--- config.mk ---
export PLATFORM = sky130hd
export DESIGN_NAME = asp_serial_port
export DESIGN_NICKNAME = d
export VERILOG_FILES = /design/src/design/asp_pkg.sv /design/src/design/asp_bit_timer.sv /design/src/design/asp_serial_port.sv
export SDC_FILE = /design/constraint.sdc
export NUM_CORES = 1
export LEC_CHECK = 0
export ABC_AREA = 1
export ABC_CLOCK_PERIOD_IN_PS = 1580
export BUFFER_PORTS_ARGS = -buffer_cell sky130_fd_sc_hd__buf_2
export CAP_MARGIN = 20
export CORE_MARGIN = 2
export CORE_UTILIZATION = 40
export DETAILED_ROUTE_END_ITERATION = 16
export GPL_ROUTABILITY_DRIVEN = 0
export GPL_TIMING_DRIVEN = 1
export SLEW_MARGIN = 20
export SYNTH_ARGS = -nofsm -noshare
export SYNTH_HDL_FRONTEND = slang
export SYNTH_HIERARCHICAL = 1
export SYNTH_SLANG_ARGS = --single-unit
--- constraint.sdc ---
create_clock -name clk -period 1.58 [get_ports clk]
set_input_delay 0.237 -clock clk [delete_from_list [all_inputs] [get_ports clk]]
set_output_delay 0.237 -clock clk [all_outputs]
set_load 0.005 [all_outputs]
--- src/design/asp_pkg.sv ---
// Overview of operation
// - Receive bit 8: stop bit or ninth bit
// - Receive bits 7-0: low data byte, true
// - Nonzero transmit word write fills the buffer, sent once the shifter is idle
// - Transmit uses the shared receive bit period
// - Load shift register and pulse buffer-empty event in the same cycle
// - One bit per period, least significant first
// - Stop at lone one bit, flag shifter empty
// - New nonzero word restarts the idle shifter
// - One start bit precedes data bit zero
// - All-zero transmit word write is ignored
// - Period bits 14-0 give N+1 color clocks
// - Period bit 15 selects nine-bit reception
// - Buffer-full shows word; overrun on second arrival
package asp_pkg;

    // =========================================================
    // Timing
    localparam int ASP_CLK_PERIOD_PS = 10000;
    localparam int ASP_COLOR_CLK_PS = 279400;
    localparam int ASP_COLOR_CYCLES_I =
        (ASP_COLOR_CLK_PS + ASP_CLK_PERIOD_PS / 2) / ASP_CLK_PERIOD_PS;
    localparam int ASP_PRE_W = 8;
    localparam logic [ASP_PRE_W-1:0] ASP_COLOR_CYCLES = ASP_COLOR_CYCLES_I[ASP_PRE_W-1:0];
    localparam int ASP_DIV_W = 15;

    // =========================================================
    // Chip register offsets
    localparam int ASP_ADDR_W = 9;
    localparam logic [ASP_ADDR_W-1:0] ASP_OFS_CTRL_READ = 9'h010;
    localparam logic [ASP_ADDR_W-1:0] ASP_OFS_CTRL_WRITE = 9'h09E;
    localparam logic [ASP_ADDR_W-1:0] ASP_OFS_RX_WORD = 9'h020;
    localparam logic [ASP_ADDR_W-1:0] ASP_OFS_TX_WORD = 9'h022;
    localparam logic [ASP_ADDR_W-1:0] ASP_OFS_PERIOD = 9'h024;

    // =========================================================
    // Field positions and reset values
    localparam int ASP_CTRL_SETCLR_BIT = 15;
    localparam int ASP_CTRL_BREAK_BIT = 11;
    localparam int ASP_PERIOD_NINE_BIT = 15;
    localparam int ASP_RX_OVERRUN_BIT = 15;
    localparam int ASP_RX_FULL_BIT = 14;
    localparam int ASP_RX_TBE_BIT = 13;
    localparam int ASP_RX_SHIFT_REGISTER_EMPTY_FLAG_BIT = 12;
    localparam int ASP_RX_PIN_BIT = 11;
    localparam int ASP_RX_STOP9_BIT = 9;
    localparam int ASP_RX_BIT8 = 8;
    localparam logic [15:0] ASP_CTRL_DATA_MASK = 16'h7FFF;
    localparam logic [15:0] ASP_CTRL_RESET = 16'h0000;
    localparam logic [15:0] ASP_PERIOD_RESET = 16'h0000;
    localparam logic [15:0] ASP_SR_LAST = 16'h0001;

    // =========================================================
    // Types
    typedef enum logic [2:0] {
        ASP_TX_IDLE = 3'b001,
        ASP_TX_START = 3'b010,
        ASP_TX_SHIFT = 3'b100
    } asp_tx_state_e;

    typedef struct packed {
        logic [ASP_ADDR_W-1:0] addr;
        logic wr;
        logic rd;
        logic [15:0] wdata;
    } asp_bus_req_s;

    typedef struct packed {
        logic load;
        logic [8:0] data;
        logic stop;
    } asp_rx_word_s;

    typedef struct packed {
        logic [ASP_PRE_W-1:0] pre;
        logic [ASP_DIV_W-1:0] cnt;
        logic tick;
    } asp_timer_s;

    typedef struct packed {
        asp_tx_state_e tx_state;
        logic [15:0] hold;
        logic hold_full;
        logic [15:0] sr;
        logic txd;
        logic tbe_pulse;
        logic [15:0] ctrl;
        logic [15:0] period;
        logic [7:0] rx_low;
        logic rx_b8;
        logic rx_b9;
        logic receive_buffer_full_flag;
        logic ovr;
        logic [15:0] rdata;
    } asp_state_s;

endpackage

--- src/design/asp_bit_timer.sv ---
`timescale 1ns/100ps
module asp_bit_timer import asp_pkg::*; #(
    parameter logic [ASP_PRE_W-1:0] COLOR_CYCLES = ASP_COLOR_CYCLES
) (
    input wire logic clk,
    input wire logic rst_b,
    input wire logic restart,
    input wire logic [ASP_DIV_W-1:0] divisor,
    output logic tick
);

    asp_timer_s q;
    asp_timer_s d;

    // =========================================================
    // Color clock prescaler and N+1 divider
    always_comb begin
        d = q;
        d.tick = 1'b0;
        if (restart) begin
            d.pre = '0;
            d.cnt = '0;
        end else if (q.pre == COLOR_CYCLES - 8'h01) begin
            d.pre = '0;
            if (q.cnt >= divisor) begin
                d.cnt = '0;
                d.tick = 1'b1;
            end else begin
                d.cnt = q.cnt + 15'h0001;
            end
        end else begin
            d.pre = q.pre + 8'h01;
        end
    end

    always_ff @(posedge clk) begin
        if (!rst_b) begin
            q <= '0;
        end else begin
            q <= d;
        end
    end

    assign tick = q.tick;

endmodule

--- src/design/asp_serial_port.sv ---
`timescale 1ns/100ps
module asp_serial_port import asp_pkg::*; (
    input wire logic clk,
    input wire logic rst_b,
    input wire asp_bus_req_s bus,
    input wire asp_rx_word_s rx_word,
    input wire logic rx_restart,
    input wire logic rxd_pin,
    input wire logic rbf_clear,
    output logic txd,
    output logic [15:0] reg_rdata,
    output logic tbe_irq,
    output logic rbf_flag,
    output logic overrun_flag,
    output logic rx_sample_tick
);

    asp_state_s q;
    asp_state_s d;
    logic tx_tick;
    logic tx_load;
    logic rx_tick;

    // =========================================================
    // Set or clear update of the shared control word
    function automatic logic [15:0] asp_set_clear(input logic [15:0] cur,
                                                  input logic [15:0] wr);
        logic [15:0] bits;
        bits = wr & ASP_CTRL_DATA_MASK;
        if (wr[ASP_CTRL_SETCLR_BIT]) begin
            asp_set_clear = cur | bits;
        end else begin
            asp_set_clear = cur & ~bits;
        end
    endfunction

    function automatic logic asp_hit(input asp_bus_req_s b,
                                     input logic [ASP_ADDR_W-1:0] ofs);
        asp_hit = (b.addr == ofs);
    endfunction

    // =========================================================
    // Bit period timers, both fed by one period register
    // shared bit period
    asp_bit_timer u_tx_timer (
        .clk(clk),
        .rst_b(rst_b),
        .restart(tx_load),
        .divisor(q.period[ASP_DIV_W-1:0]),
        .tick(tx_tick)
    );

    asp_bit_timer u_rx_timer (
        .clk(clk),
        .rst_b(rst_b),
        .restart(rx_restart),
        .divisor(q.period[ASP_DIV_W-1:0]),
        .tick(rx_tick)
    );

    // =========================================================
    // Next state
    always_comb begin
        d = q;
        d.tbe_pulse = 1'b0;
        d.rdata = 16'h0000;
        tx_load = 1'b0;

        // Transmit sequencer, ahead of the register writes
        unique case (q.tx_state)
            ASP_TX_IDLE: begin
                if (q.hold_full) begin
                    tx_load = 1'b1;
                end
            end
            ASP_TX_START: begin
                if (tx_tick) begin
                    d.tx_state = ASP_TX_SHIFT;
                end
            end
            ASP_TX_SHIFT: begin
                if (tx_tick) begin
                    if (q.sr == ASP_SR_LAST) begin
                        if (q.hold_full) begin
                            tx_load = 1'b1;
                        end else begin
                            d.tx_state = ASP_TX_IDLE;
                        end
                    end else begin
                        d.sr = {1'b0, q.sr[15:1]};
                    end
                end
            end
        endcase

        if (tx_load) begin
            d.sr = q.hold;
            d.hold_full = 1'b0;
            d.tbe_pulse = 1'b1;
            d.tx_state = ASP_TX_START;
        end

        // Register writes
        if (bus.wr) begin
            if (asp_hit(bus, ASP_OFS_CTRL_WRITE)) begin
                d.ctrl = asp_set_clear(q.ctrl, bus.wdata);
            end
            if (asp_hit(bus, ASP_OFS_PERIOD)) begin
                d.period = bus.wdata;
            end
            if (asp_hit(bus, ASP_OFS_TX_WORD) && bus.wdata != 16'h0000) begin
                d.hold = bus.wdata;
                d.hold_full = 1'b1;
            end
        end

        // Receive buffer; a new word wins over a clear
        if (rx_word.load) begin
            d.rx_low = rx_word.data[7:0];
            if (q.period[ASP_PERIOD_NINE_BIT]) begin
                d.rx_b8 = rx_word.data[8];
                d.rx_b9 = rx_word.stop;
            end else begin
                d.rx_b8 = rx_word.stop;
                d.rx_b9 = 1'b0;
            end
            d.receive_buffer_full_flag = 1'b1;
            d.ovr = q.ovr | q.receive_buffer_full_flag;
        end else if (rbf_clear) begin
            d.receive_buffer_full_flag = 1'b0;
            d.ovr = 1'b0;
        end

        // Register reads, one cycle later on reg_rdata
        if (bus.rd) begin
            if (asp_hit(bus, ASP_OFS_CTRL_READ)) begin
                d.rdata = q.ctrl & ASP_CTRL_DATA_MASK;
            end else if (asp_hit(bus, ASP_OFS_RX_WORD)) begin
                d.rdata[7:0] = q.rx_low;
                d.rdata[ASP_RX_BIT8] = q.rx_b8;
                d.rdata[ASP_RX_STOP9_BIT] = q.rx_b9;
                d.rdata[ASP_RX_PIN_BIT] = rxd_pin;
                d.rdata[ASP_RX_SHIFT_REGISTER_EMPTY_FLAG_BIT] = (q.tx_state == ASP_TX_IDLE);
                d.rdata[ASP_RX_TBE_BIT] = !q.hold_full;
                d.rdata[ASP_RX_FULL_BIT] = q.receive_buffer_full_flag;
                d.rdata[ASP_RX_OVERRUN_BIT] = q.ovr;
            end
        end

        // Line level from the state about to be entered
        if (d.ctrl[ASP_CTRL_BREAK_BIT]) begin
            d.txd = 1'b0;
        end else if (d.tx_state == ASP_TX_START) begin
            d.txd = 1'b0;
        end else if (d.tx_state == ASP_TX_SHIFT) begin
            d.txd = d.sr[0];
        end else begin
            d.txd = 1'b1;
        end
    end

    // =========================================================
    // State register
    always_ff @(posedge clk) begin
        if (!rst_b) begin
            q <= '0;
            q.tx_state <= ASP_TX_IDLE;
            q.txd <= 1'b1;
            q.ctrl <= ASP_CTRL_RESET;
            q.period <= ASP_PERIOD_RESET;
        end else begin
            q <= d;
        end
    end

    assign txd = q.txd;
    assign reg_rdata = q.rdata;
    assign tbe_irq = q.tbe_pulse;
    assign rbf_flag = q.receive_buffer_full_flag;
    assign overrun_flag = q.ovr;
    assign rx_sample_tick = rx_tick;
endmodule

==> results of run 1 <==
==> per-layer routing <==
layer  GRT usage  vias to the layer above
met4      0.0538                        0
met2       0.296                       95
met3      0.0496                       12
li1            -                     3318
met5           0                        -
met1       0.267                     2923
==> report_power, final <==
part / internal (mW) / total (mW) / switching [mW]
sequential: 3.69 / 3.71 / 0.0239
clock: 2.45 / 4.12 / 1.67
combinational: 0.143 / 0.372 / 0.229
total: 6.27 / 8.20 / 1.93
==> sequential cells by signal (all words and copies together) (netlist names), 16 cells and up, named ones only <==
register      cells
reg_rdata        16
q                63
u_tx_timer/q     23
u_rx_timer/q     23
==> critical path, stage by stage, from the launching register on <==
cell and delay (ns):
dfxtp_2 0.34, inv_1 0.06, ha_4 0.28, nand2_1 0.07
nor2_2 0.12, and2_1 0.13, nand2_1 0.08, nand3_2 0.12
nand2_4 0.11, nand2_4 0.12, nor2_1 0.05
==> layout by cell type (no fill, tap or decap), types with 9 or more instances in the layout <==
| master | instances |
|---|---|
| nor2_4 | 13 |
| inv_1 | 77 |
| o21ai_1 | 9 |
| nand2_2 | 21 |
| a311oi_1 | 14 |
| nand3_1 | 63 |
| inv_2 | 29 |
| nor2_1 | 116 |
| xor2_1 | 14 |
| nand3_2 | 9 |
| buf_4 | 71 |
| dfxtp_1 | 111 |
| dfxtp_2 | 31 |
| a211oi_1 | 14 |
| clkbuf_16 | 17 |
| a21oi_1 | 57 |
| buf_2 | 63 |
| a31oi_1 | 14 |
| o21ai_0 | 26 |
| nor2_2 | 21 |
| nand2_1 | 149 |
| ha_4 | 26 |
==> area by class of cell <==
| cell class | instances | area (µm²) | area share |
|---|---|---|---|
| Multi-Input combinational cell | 641 | 4080 | 0.436 |
| Sequential cell | 145 | 2950 | 0.316 |
| Timing Repair Buffer | 144 | 1000 | 0.107 |
| Clock buffer | 20 | 457 | 0.0488 |
| Inverter | 111 | 432 | 0.0462 |
| Tap cell | 225 | 282 | 0.0301 |
| Clock inverter | 12 | 146 | 0.0157 |
==> per-stage QoR <==
stage	std cells	TNS (ns)	hold slack, ns	cell area (µm²)	total power, mW
global route	1298	-2.07	0.0248	9350	8.46
detailed placement	1260	-1.64	0.437	8040	4.12
CTS	1294	0	0.00595	8710	8.25
finish	1298	-0.00419	0.0397	9350	8.20
floorplan	937	0	0.346	7070	3.95
global placement	1260	-0.916	0.429	8040	4.12
==> how the worst max path moves through the flow <==
stage,depth (start not counted),end,slack (ns)
2_1_floorplan,12,u_tx_timer/q[21],0.03
3_3_place_gp,10,u_tx_timer/q[14],-0.05
3_5_place_dp,10,u_tx_timer/q[12],-0.09
4_1_cts,10,u_rx_timer/tick,0.0006
5_1_grt,11,u_rx_timer/q[13],-0.09
6_report,10,u_rx_timer/q[7],-0.004
==> repair_timing <==
action / 4_1_cts / 5_1_grt
cloned: 1 / 1
pin swaps: 5 / 32
resized for setup: 18 / 133
buffers inserted: 1 / 4
setup endpoints to repair: 28 / 49
==> logic make-up (layout without fill, tap and decap cells) <==
kind of cell | Yosys count | in the layout | share of synthesized area
AND/OR/NAND/NOR | 433 | 435 | 0.282
buffers and inverters | 153 | 287 | 0.0937
flip-flops | 145 | 145 | 0.412
adder cells (fa/ha/maj) | 34 | 34 | 0.0604
multiplexers | 2 | 2 | 0.00284
AO/OA/AOI/OAI | 152 | 152 | 0.127
XOR/XNOR | 18 | 18 | 0.0224
==> run summary, run 1 <==
worst min path class = in -> reg
DR DRC count = 0
Netlist Area Pre-Place = 0.00705 mm²
Synth top area share = 0.412
DIE AREA = 0.0187 mm²
vias in the first global route = 5805
total gr overflow = 0
Hold Path Sink = q[25]
Worst EP arrival = 1.89 ns
fin. max-slew vios = 0
highest routed metal layer = met4
Sink Count = 145
vias per inst = 4.89
diode count = 0
dpl hpwl = 12900 µm
Critical R2R Capture = u_rx_timer/q[7]
wl on met1 = 8870 µm
clock skew = 0.0111 ns
final setup fails = 1
f_max = 0.631 GHz
Max-cap violations = 0
unrepaired setup endpoints after global routing = yes
first-pass GRT wire length = 28000 µm
Crit Path Class = reg -> reg
DR WL met3 = 570 µm
worst r2r src = q[40]
worst-margin pin slew = 0.426 ns
routed length on met2 = 8420 µm
PwrDens = 877 mW/mm²
R2R setup slack = -0.004 ns
Clk pin slew, worst setup/hold paths = 0.06 ns
GRT Overall Usage = 0.193
core area = 0.0172 mm²
post-route minimum period = 1.58 ns
register area share after synthesis = 0.412
CP endpoint kind = flip-flop
min-delay src = rx_word[6]
I/O pin cnt = 64
yosys warns = 6
drt pass-1 iters = 5
Hold Buf Count CTS = 0
ANT nets after route = 0
CTS H-tree lvls = 4
Root Buffer = clkbuf_16
PortBufs = 63
clk_lat worst skew = 0.42 ns
width of the die = 137 µm
worst-path maximum fanout = 5
DRT Wirelength = 18000 µm
Commonest cells post-synth = 163 x nand2_1, 145 x dfxtp_1, 137 x nor2_1
Initial DRC Count = 355
area grow syn2layout = 32.6%
failing checks = negative setup slack
pre-CTS setup slack = -0.0931 ns
Initial Util = 0.409
cell accounting for the most synthesized area = dfxtp_1
cell depth of the worst hold path = 3
CTS tree = built
# nets final = 1137
top-count cell post-synth = nand2_1
Worst EP required = 1.89 ns
slew margin rel. = 0.713
Num CTS Buffers = 17
antenna violations before repair = 0
num rows = 48
final worst setup slack = -0.00419 ns
status = complete, but fails checks
layout cells sized above 1 = 0.333
Synth Net Count = 1014
post-route clock period utilization = 1.00
asr flop ratio synth = 0
Reg2Reg Depth = 10
synth top area cells = dfxtp_1 41%, nand2_1 8.7%, nor2_1 7.3%
post-synthesis cell count = 937
Vias = 6348
ys flop type = dfxtp_1
Unique masters post-synth = 43
largest net degree at the start of global routing = 30
Fill cells = 1623
wire per inst = 13.9 µm
Pleak = 3.91 nW
Die Height = 137 µm
Hold Vio Cnt, Final = 0
worst vdd ir = 0.766 mV
Worst Setup SP = q[40]
synthesized flop and latch total = 145
Post-synth EDFFs = 0
Clock Tree Buf Depth = 2
Startpoint Class = flip-flop
final core occ = 0.542
Syn Area/Cell = 7.52 µm²
Power figures use the tool's default switching activity.
==> run 2, diff against run 1 <==
Settings changed: CORE_MARGIN 2 to unset, CORE_UTILIZATION 40 to 54, PLACE_DENSITY set to 0.76.
==> run 2 against run 1 <==
  * The run still ends with negative setup slack left
  * Critical path depth is 1 higher
  * Clock power increased by 4%
  * Maximum frequency fell by 2.1%
  * Sequential power about the same
  * Power up 1.9%
  * Combinational power decreased by 2%
  * Utilization grew 18 points
  * Sequential cell count unchanged
  * Global-route usage is 6.4 points higher
  * Die area is 28% lower
  * Worst hold slack better by 0.0099 ns
  * Sequential share of layout area grew 0.59 points
==> run summary, run 2 (same netlist as run 1, synthesis figures left out) <==
dpl hpwl = 12000 µm
worst min path class = in -> reg
largest registers = q x63, u_rx_timer/q x23, u_tx_timer/q x23
width of the die = 116 µm
area of the multi-input gates = 0.00391 mm²
highest routed metal layer = met4
unrepaired setup endpoints after global routing = yes
Max-cap violations = 0
Pleak = 3.92 nW
DR DRC count = 0
PwrDens = 913 mW/mm²
Worst EP arrival = 1.98 ns
clk_lat worst skew = 0.42 ns
Hold Buf Count CTS = 0
Register Area = 0.00294 mm²
f_max = 0.618 GHz
vias per inst = 5.28
Worst EP required = 1.94 ns
first-pass GRT wire length = 26900 µm
DR WL met3 = 873 µm
Hold Vio Cnt, Final = 0
worst-path maximum fanout = 4
GRT Overall Usage = 0.256
slew margin rel. = 0.605
Startpoint Class = flip-flop
I/O pin cnt = 64
largest net degree at the start of global routing = 30
Largest Register = q
Num CTS Buffers = 17
Initial DRC Count = 744
CP endpoint kind = flip-flop
Fill cells = 975
post-route minimum period = 1.62 ns
wire per inst = 14.4 µm
Crit Path Class = reg -> reg
Sink Count = 145
final setup fails = 16
num rows = 41
DIE AREA = 0.0135 mm²
core area = 0.0127 mm²
worst vdd ir = 1.20 mV
antenna violations before repair = 0
Clk pin slew, worst setup/hold paths = 0.06 ns
power after layout = 8.36 mW
layout cells sized above 1 = 0.313
clock skew = 0.00633 ns
vias in the first global route = 5757
Final TNS setup = -0.326 ns
post-route clock period utilization = 1.02
area grow syn2layout = 29.8%
max FFs per register = 63
Initial Util = 0.556
Clock Tree Buf Depth = 2
total gr overflow = 0
most common cell after layout, fill and taps aside = nand2_1
CTS tree = built
worst-margin pin slew = 0.591 ns
Die Height = 116 µm
failing checks = negative setup slack
routed length on met2 = 8880 µm
most frequent cells in the layout = 151 x nand2_1, 122 x nor2_1, 113 x dfxtp_1, 83 x inv_1, 77 x buf_4
Root Buffer = clkbuf_16
DRT Wirelength = 18000 µm
status = complete, but fails checks
CTS H-tree lvls = 4
fin. max-slew vios = 0
ANT nets after route = 0
PortBufs = 63
# nets final = 1141
wl on met1 = 7860 µm
drt pass-1 iters = 6
final worst setup slack = -0.0389 ns
Vias = 6592
diode count = 0
-- run 2: worst paths after layout --
check / from / to / slack (ns) / cells past startpoint
worst max-delay path: q[42] / u_rx_timer/tick / -0.04 / 11
worst max register to register: q[42] / u_rx_timer/tick / -0.04 / 11
worst min-delay path: rx_word[5] / q[24] / 0.05 / 3
worst min register to register: u_rx_timer/q[16] / u_rx_timer/q[16] / 0.41 / 1
-- run 2: layout make-up --
class	instances	share of cell area
clock buffer	23	0.0523
sequential	145	0.322
clock inverter	9	0.0168
tap	172	0.0235
timing repair buffer	148	0.112
inverter	111	0.0464
multi-input combinational	641	0.427
-- run 2: worst max-delay path: stages (launching register included) --
cell and delay [ns]:
dfxtp_2 0.35, inv_2 0.06, ha_4 0.28, nand2_2 0.06
nor2_1 0.14, nand2_1 0.07, nor2_1 0.13, nor2_1 0.08
nand3_2 0.10, nand2_4 0.09, buf_4 0.15, nor2_2 0.06
-- run 2: repair_timing --
action                                  CTS  global route
gates resized for setup                  31            82
buffers inserted                          4             8
endpoints found under the setup margin   46            52
cloned                                    2             0
pin swaps                                13            21
-- run 2: metrics by stage --
step | area, µm² | utilization | hold slack [ns] | setup slack (ns) | std cells
floorplan | 7070 | - | 0.346 | 0.0254 | 937
global placement | 7950 | 0.628 | 0.428 | -0.0417 | 1204
detailed placement | 7950 | 0.628 | 0.436 | -0.121 | 1204
CTS | 8750 | 0.691 | 0.0367 | 0.00215 | 1242
global route | 9150 | 0.722 | 0.0404 | -0.0816 | 1249
finish | 9150 | 0.722 | 0.0496 | -0.0389 | 1249
-- run 2: layer usage --
metal / track usage / vias to the layer above
met1: 0.340 / 3059
met2: 0.408 / 183
met4: 0.0949 / 0
met5: 0 / -
li1: - / 3318
met3: 0.0576 / 32
-- run 2: where the power goes --
group          switching (mW)  leakage, nW  internal [mW]
clock                    1.51        0.303           2.77
combinational           0.224         2.43          0.140
sequential             0.0231         1.19           3.69
total                    1.76         3.92           6.60
==> run 3, diff against run 2 <==
Settings changed: PLACE_DENSITY 0.76 to unset, PLACE_DENSITY_LB_ADDON set to 0.08.
==> run 3 against run 2 <==
  * The flow now finishes without violations
  * Power decreased by 6.0%
  * Via count down 0.93%
  * Largest cell class unchanged
  * Die area did not move
  * Critical endpoint is now u_rx_timer/q[6]
  * First-iteration DRC count shrank 43%
  * Non-clock buffer count grew 17
  * Global-route usage is 1.3 points higher
  * Critical path type unchanged
==> run summary, run 3 (same netlist as run 1, synthesis figures left out) <==
Max-cap violations = 0
GRT Overall Usage = 0.269
layout cells sized above 1 = 0.345
Finished Cell Area = 0.00928 mm²
slew margin rel. = 0.732
Worst EP arrival = 1.89 ns
post-route clock period utilization = 0.995
drt pass-1 iters = 7
Worst path max stage delay = 0.35 ns
worst-margin pin slew = 0.399 ns
clk_lat worst skew = 0.43 ns
final worst setup slack = 0.00790 ns
total gr overflow = 0
CTS tree = built
Gate power share = 0.047
vias in the first global route = 5895
DRT Wirelength = 17800 µm
Num CTS Buffers = 17
Switching Share = 0.242
area grow syn2layout = 31.7%
I/O pin cnt = 64
status = finished, final reports clean
most frequent cells in the layout = 144 x nand2_1, 112 x nor2_1, 111 x dfxtp_1, 93 x buf_4, 80 x inv_1
P_int = 5.95 mW
post-route minimum period = 1.57 ns
width of the die = 116 µm
Clk pin slew, worst setup/hold paths = 0.06 ns
Vias = 6531
Initial Util = 0.556
DIE AREA = 0.0135 mm²
Placed Area = 0.00809 mm²
Sink Count = 145
CTS H-tree lvls = 4
pre-CTS setup slack = -0.119 ns
Reg power frac = 0.472
Crit Path Class = reg -> reg
Clock Tree Buf Depth = 2
Hold Buf Count CTS = 0
clock skew = 0.0129 ns
dpl hpwl = 12300 µm
Initial DRC Count = 427
worst vdd ir = 0.932 mV
first-pass GRT wire length = 28000 µm
ANT nets after route = 0
num rows = 41
PwrDens = 846 mW/mm²
Worst EP required = 1.90 ns
clock power share = 0.481
CP endpoint kind = flip-flop
# nets final = 1158
vias per inst = 5.16
diode count = 0
fin. max-slew vios = 0
Hold Vio Cnt, Final = 0
antenna violations before repair = 0
wire per inst = 14.0 µm
PortBufs = 63
f_max = 0.636 GHz
Die Height = 116 µm
final setup fails = 0
final core occ = 0.732
power after layout = 7.85 mW
core area = 0.0127 mm²
largest net degree at the start of global routing = 50
worst-path cell chain = inv_1 > ha_1 > nand2_1 > nor2_1 > nand2_1 > nor2_2 > nor2_2 > nand3_2 > nand2_4 > inv_2 > nor2_1
Largest Register = q
CP max-delay cell = dfxtp_2
Top Family by Delay on Critical Path = simple AND/OR/NAND/NOR gates
Critical path buffers and inverters = 2
Startpoint Class = flip-flop
worst min path class = in -> reg
largest registers = q x63, u_rx_timer/q x23, u_tx_timer/q x23
sw power = 1.90 mW
unrepaired setup endpoints after global routing = yes
most common cell after layout, fill and taps aside = nand2_1
Root Buffer = clkbuf_16
Pleak = 3.98 nW
max FFs per register = 63
DR DRC count = 0
worst-path maximum fanout = 4
run 3: cell count changes in the layout (fill, tap and decap cells not counted), sizes merged:
cell,change
buf,+17
bufinv,-4
clkbuf,-3
clkinv,+2
inv,+5
run 3: area by class of cell:
class	count	area, µm²
fill	1049	3390
clock inverter	12	98.8
sequential	145	2950
tap	172	215
inverter	111	424
timing repair buffer	165	1160
multi-input combinational	641	3980
clock buffer	20	457
run 3: timing repair:
| action | 4_1_cts | 5_1_grt |
|---|---|---|
| setup buffers | 4 | 12 |
| endpoints found under the setup margin | 39 | 52 |
| pin swaps | 6 | 55 |
| resized for setup | 28 | 108 |
| cloned | 2 | 0 |
run 3: worst min-delay path: stages:
cell and delay (ns):
buf_2 0.08, nor2_1 0.03, nor2_1 0.08
run 3: worst paths after layout:
path / depth (start not counted) / start / end / slack (ns)
min: 3 / rx_word[4] / q[23] / 0.03
max reg2reg: 11 / q[36] / u_rx_timer/q[6] / 0.008
max: 11 / q[36] / u_rx_timer/q[6] / 0.008
min reg2reg: 1 / u_rx_timer/q[16] / u_rx_timer/q[16] / 0.45
run 3: stage by stage:
stage          setup TNS [ns]  instances  hold slack (ns)
5_1_grt                 -2.16       1266           0.0312
3_5_place_dp            -2.25       1219            0.435
2_1_floorplan               0        937            0.346
4_1_cts                     0       1257           0.0254
3_3_place_gp            -1.57       1219            0.427
6_report                    0       1266           0.0345
run 3: power by group through the flow:
stage	Combinational (mW)	Sequential (mW)	Clock, mW
after detailed placement	0.336	3.79	0
after global routing	0.405	3.71	3.99
after global placement	0.334	3.79	0
final	0.369	3.71	3.78
after floorplan	0.164	3.79	0
after CTS	0.348	3.71	3.83
run 3: per-layer routing:
layer | track usage | up-vias | share of wire
li1 | - | 3359 | -
met1 | 0.362 | 3022 | 0.49
met5 | 0 | - | 0
met3 | 0.0633 | 22 | 0.036
met4 | 0.0846 | 0 | 0.016
met2 | 0.425 | 128 | 0.46
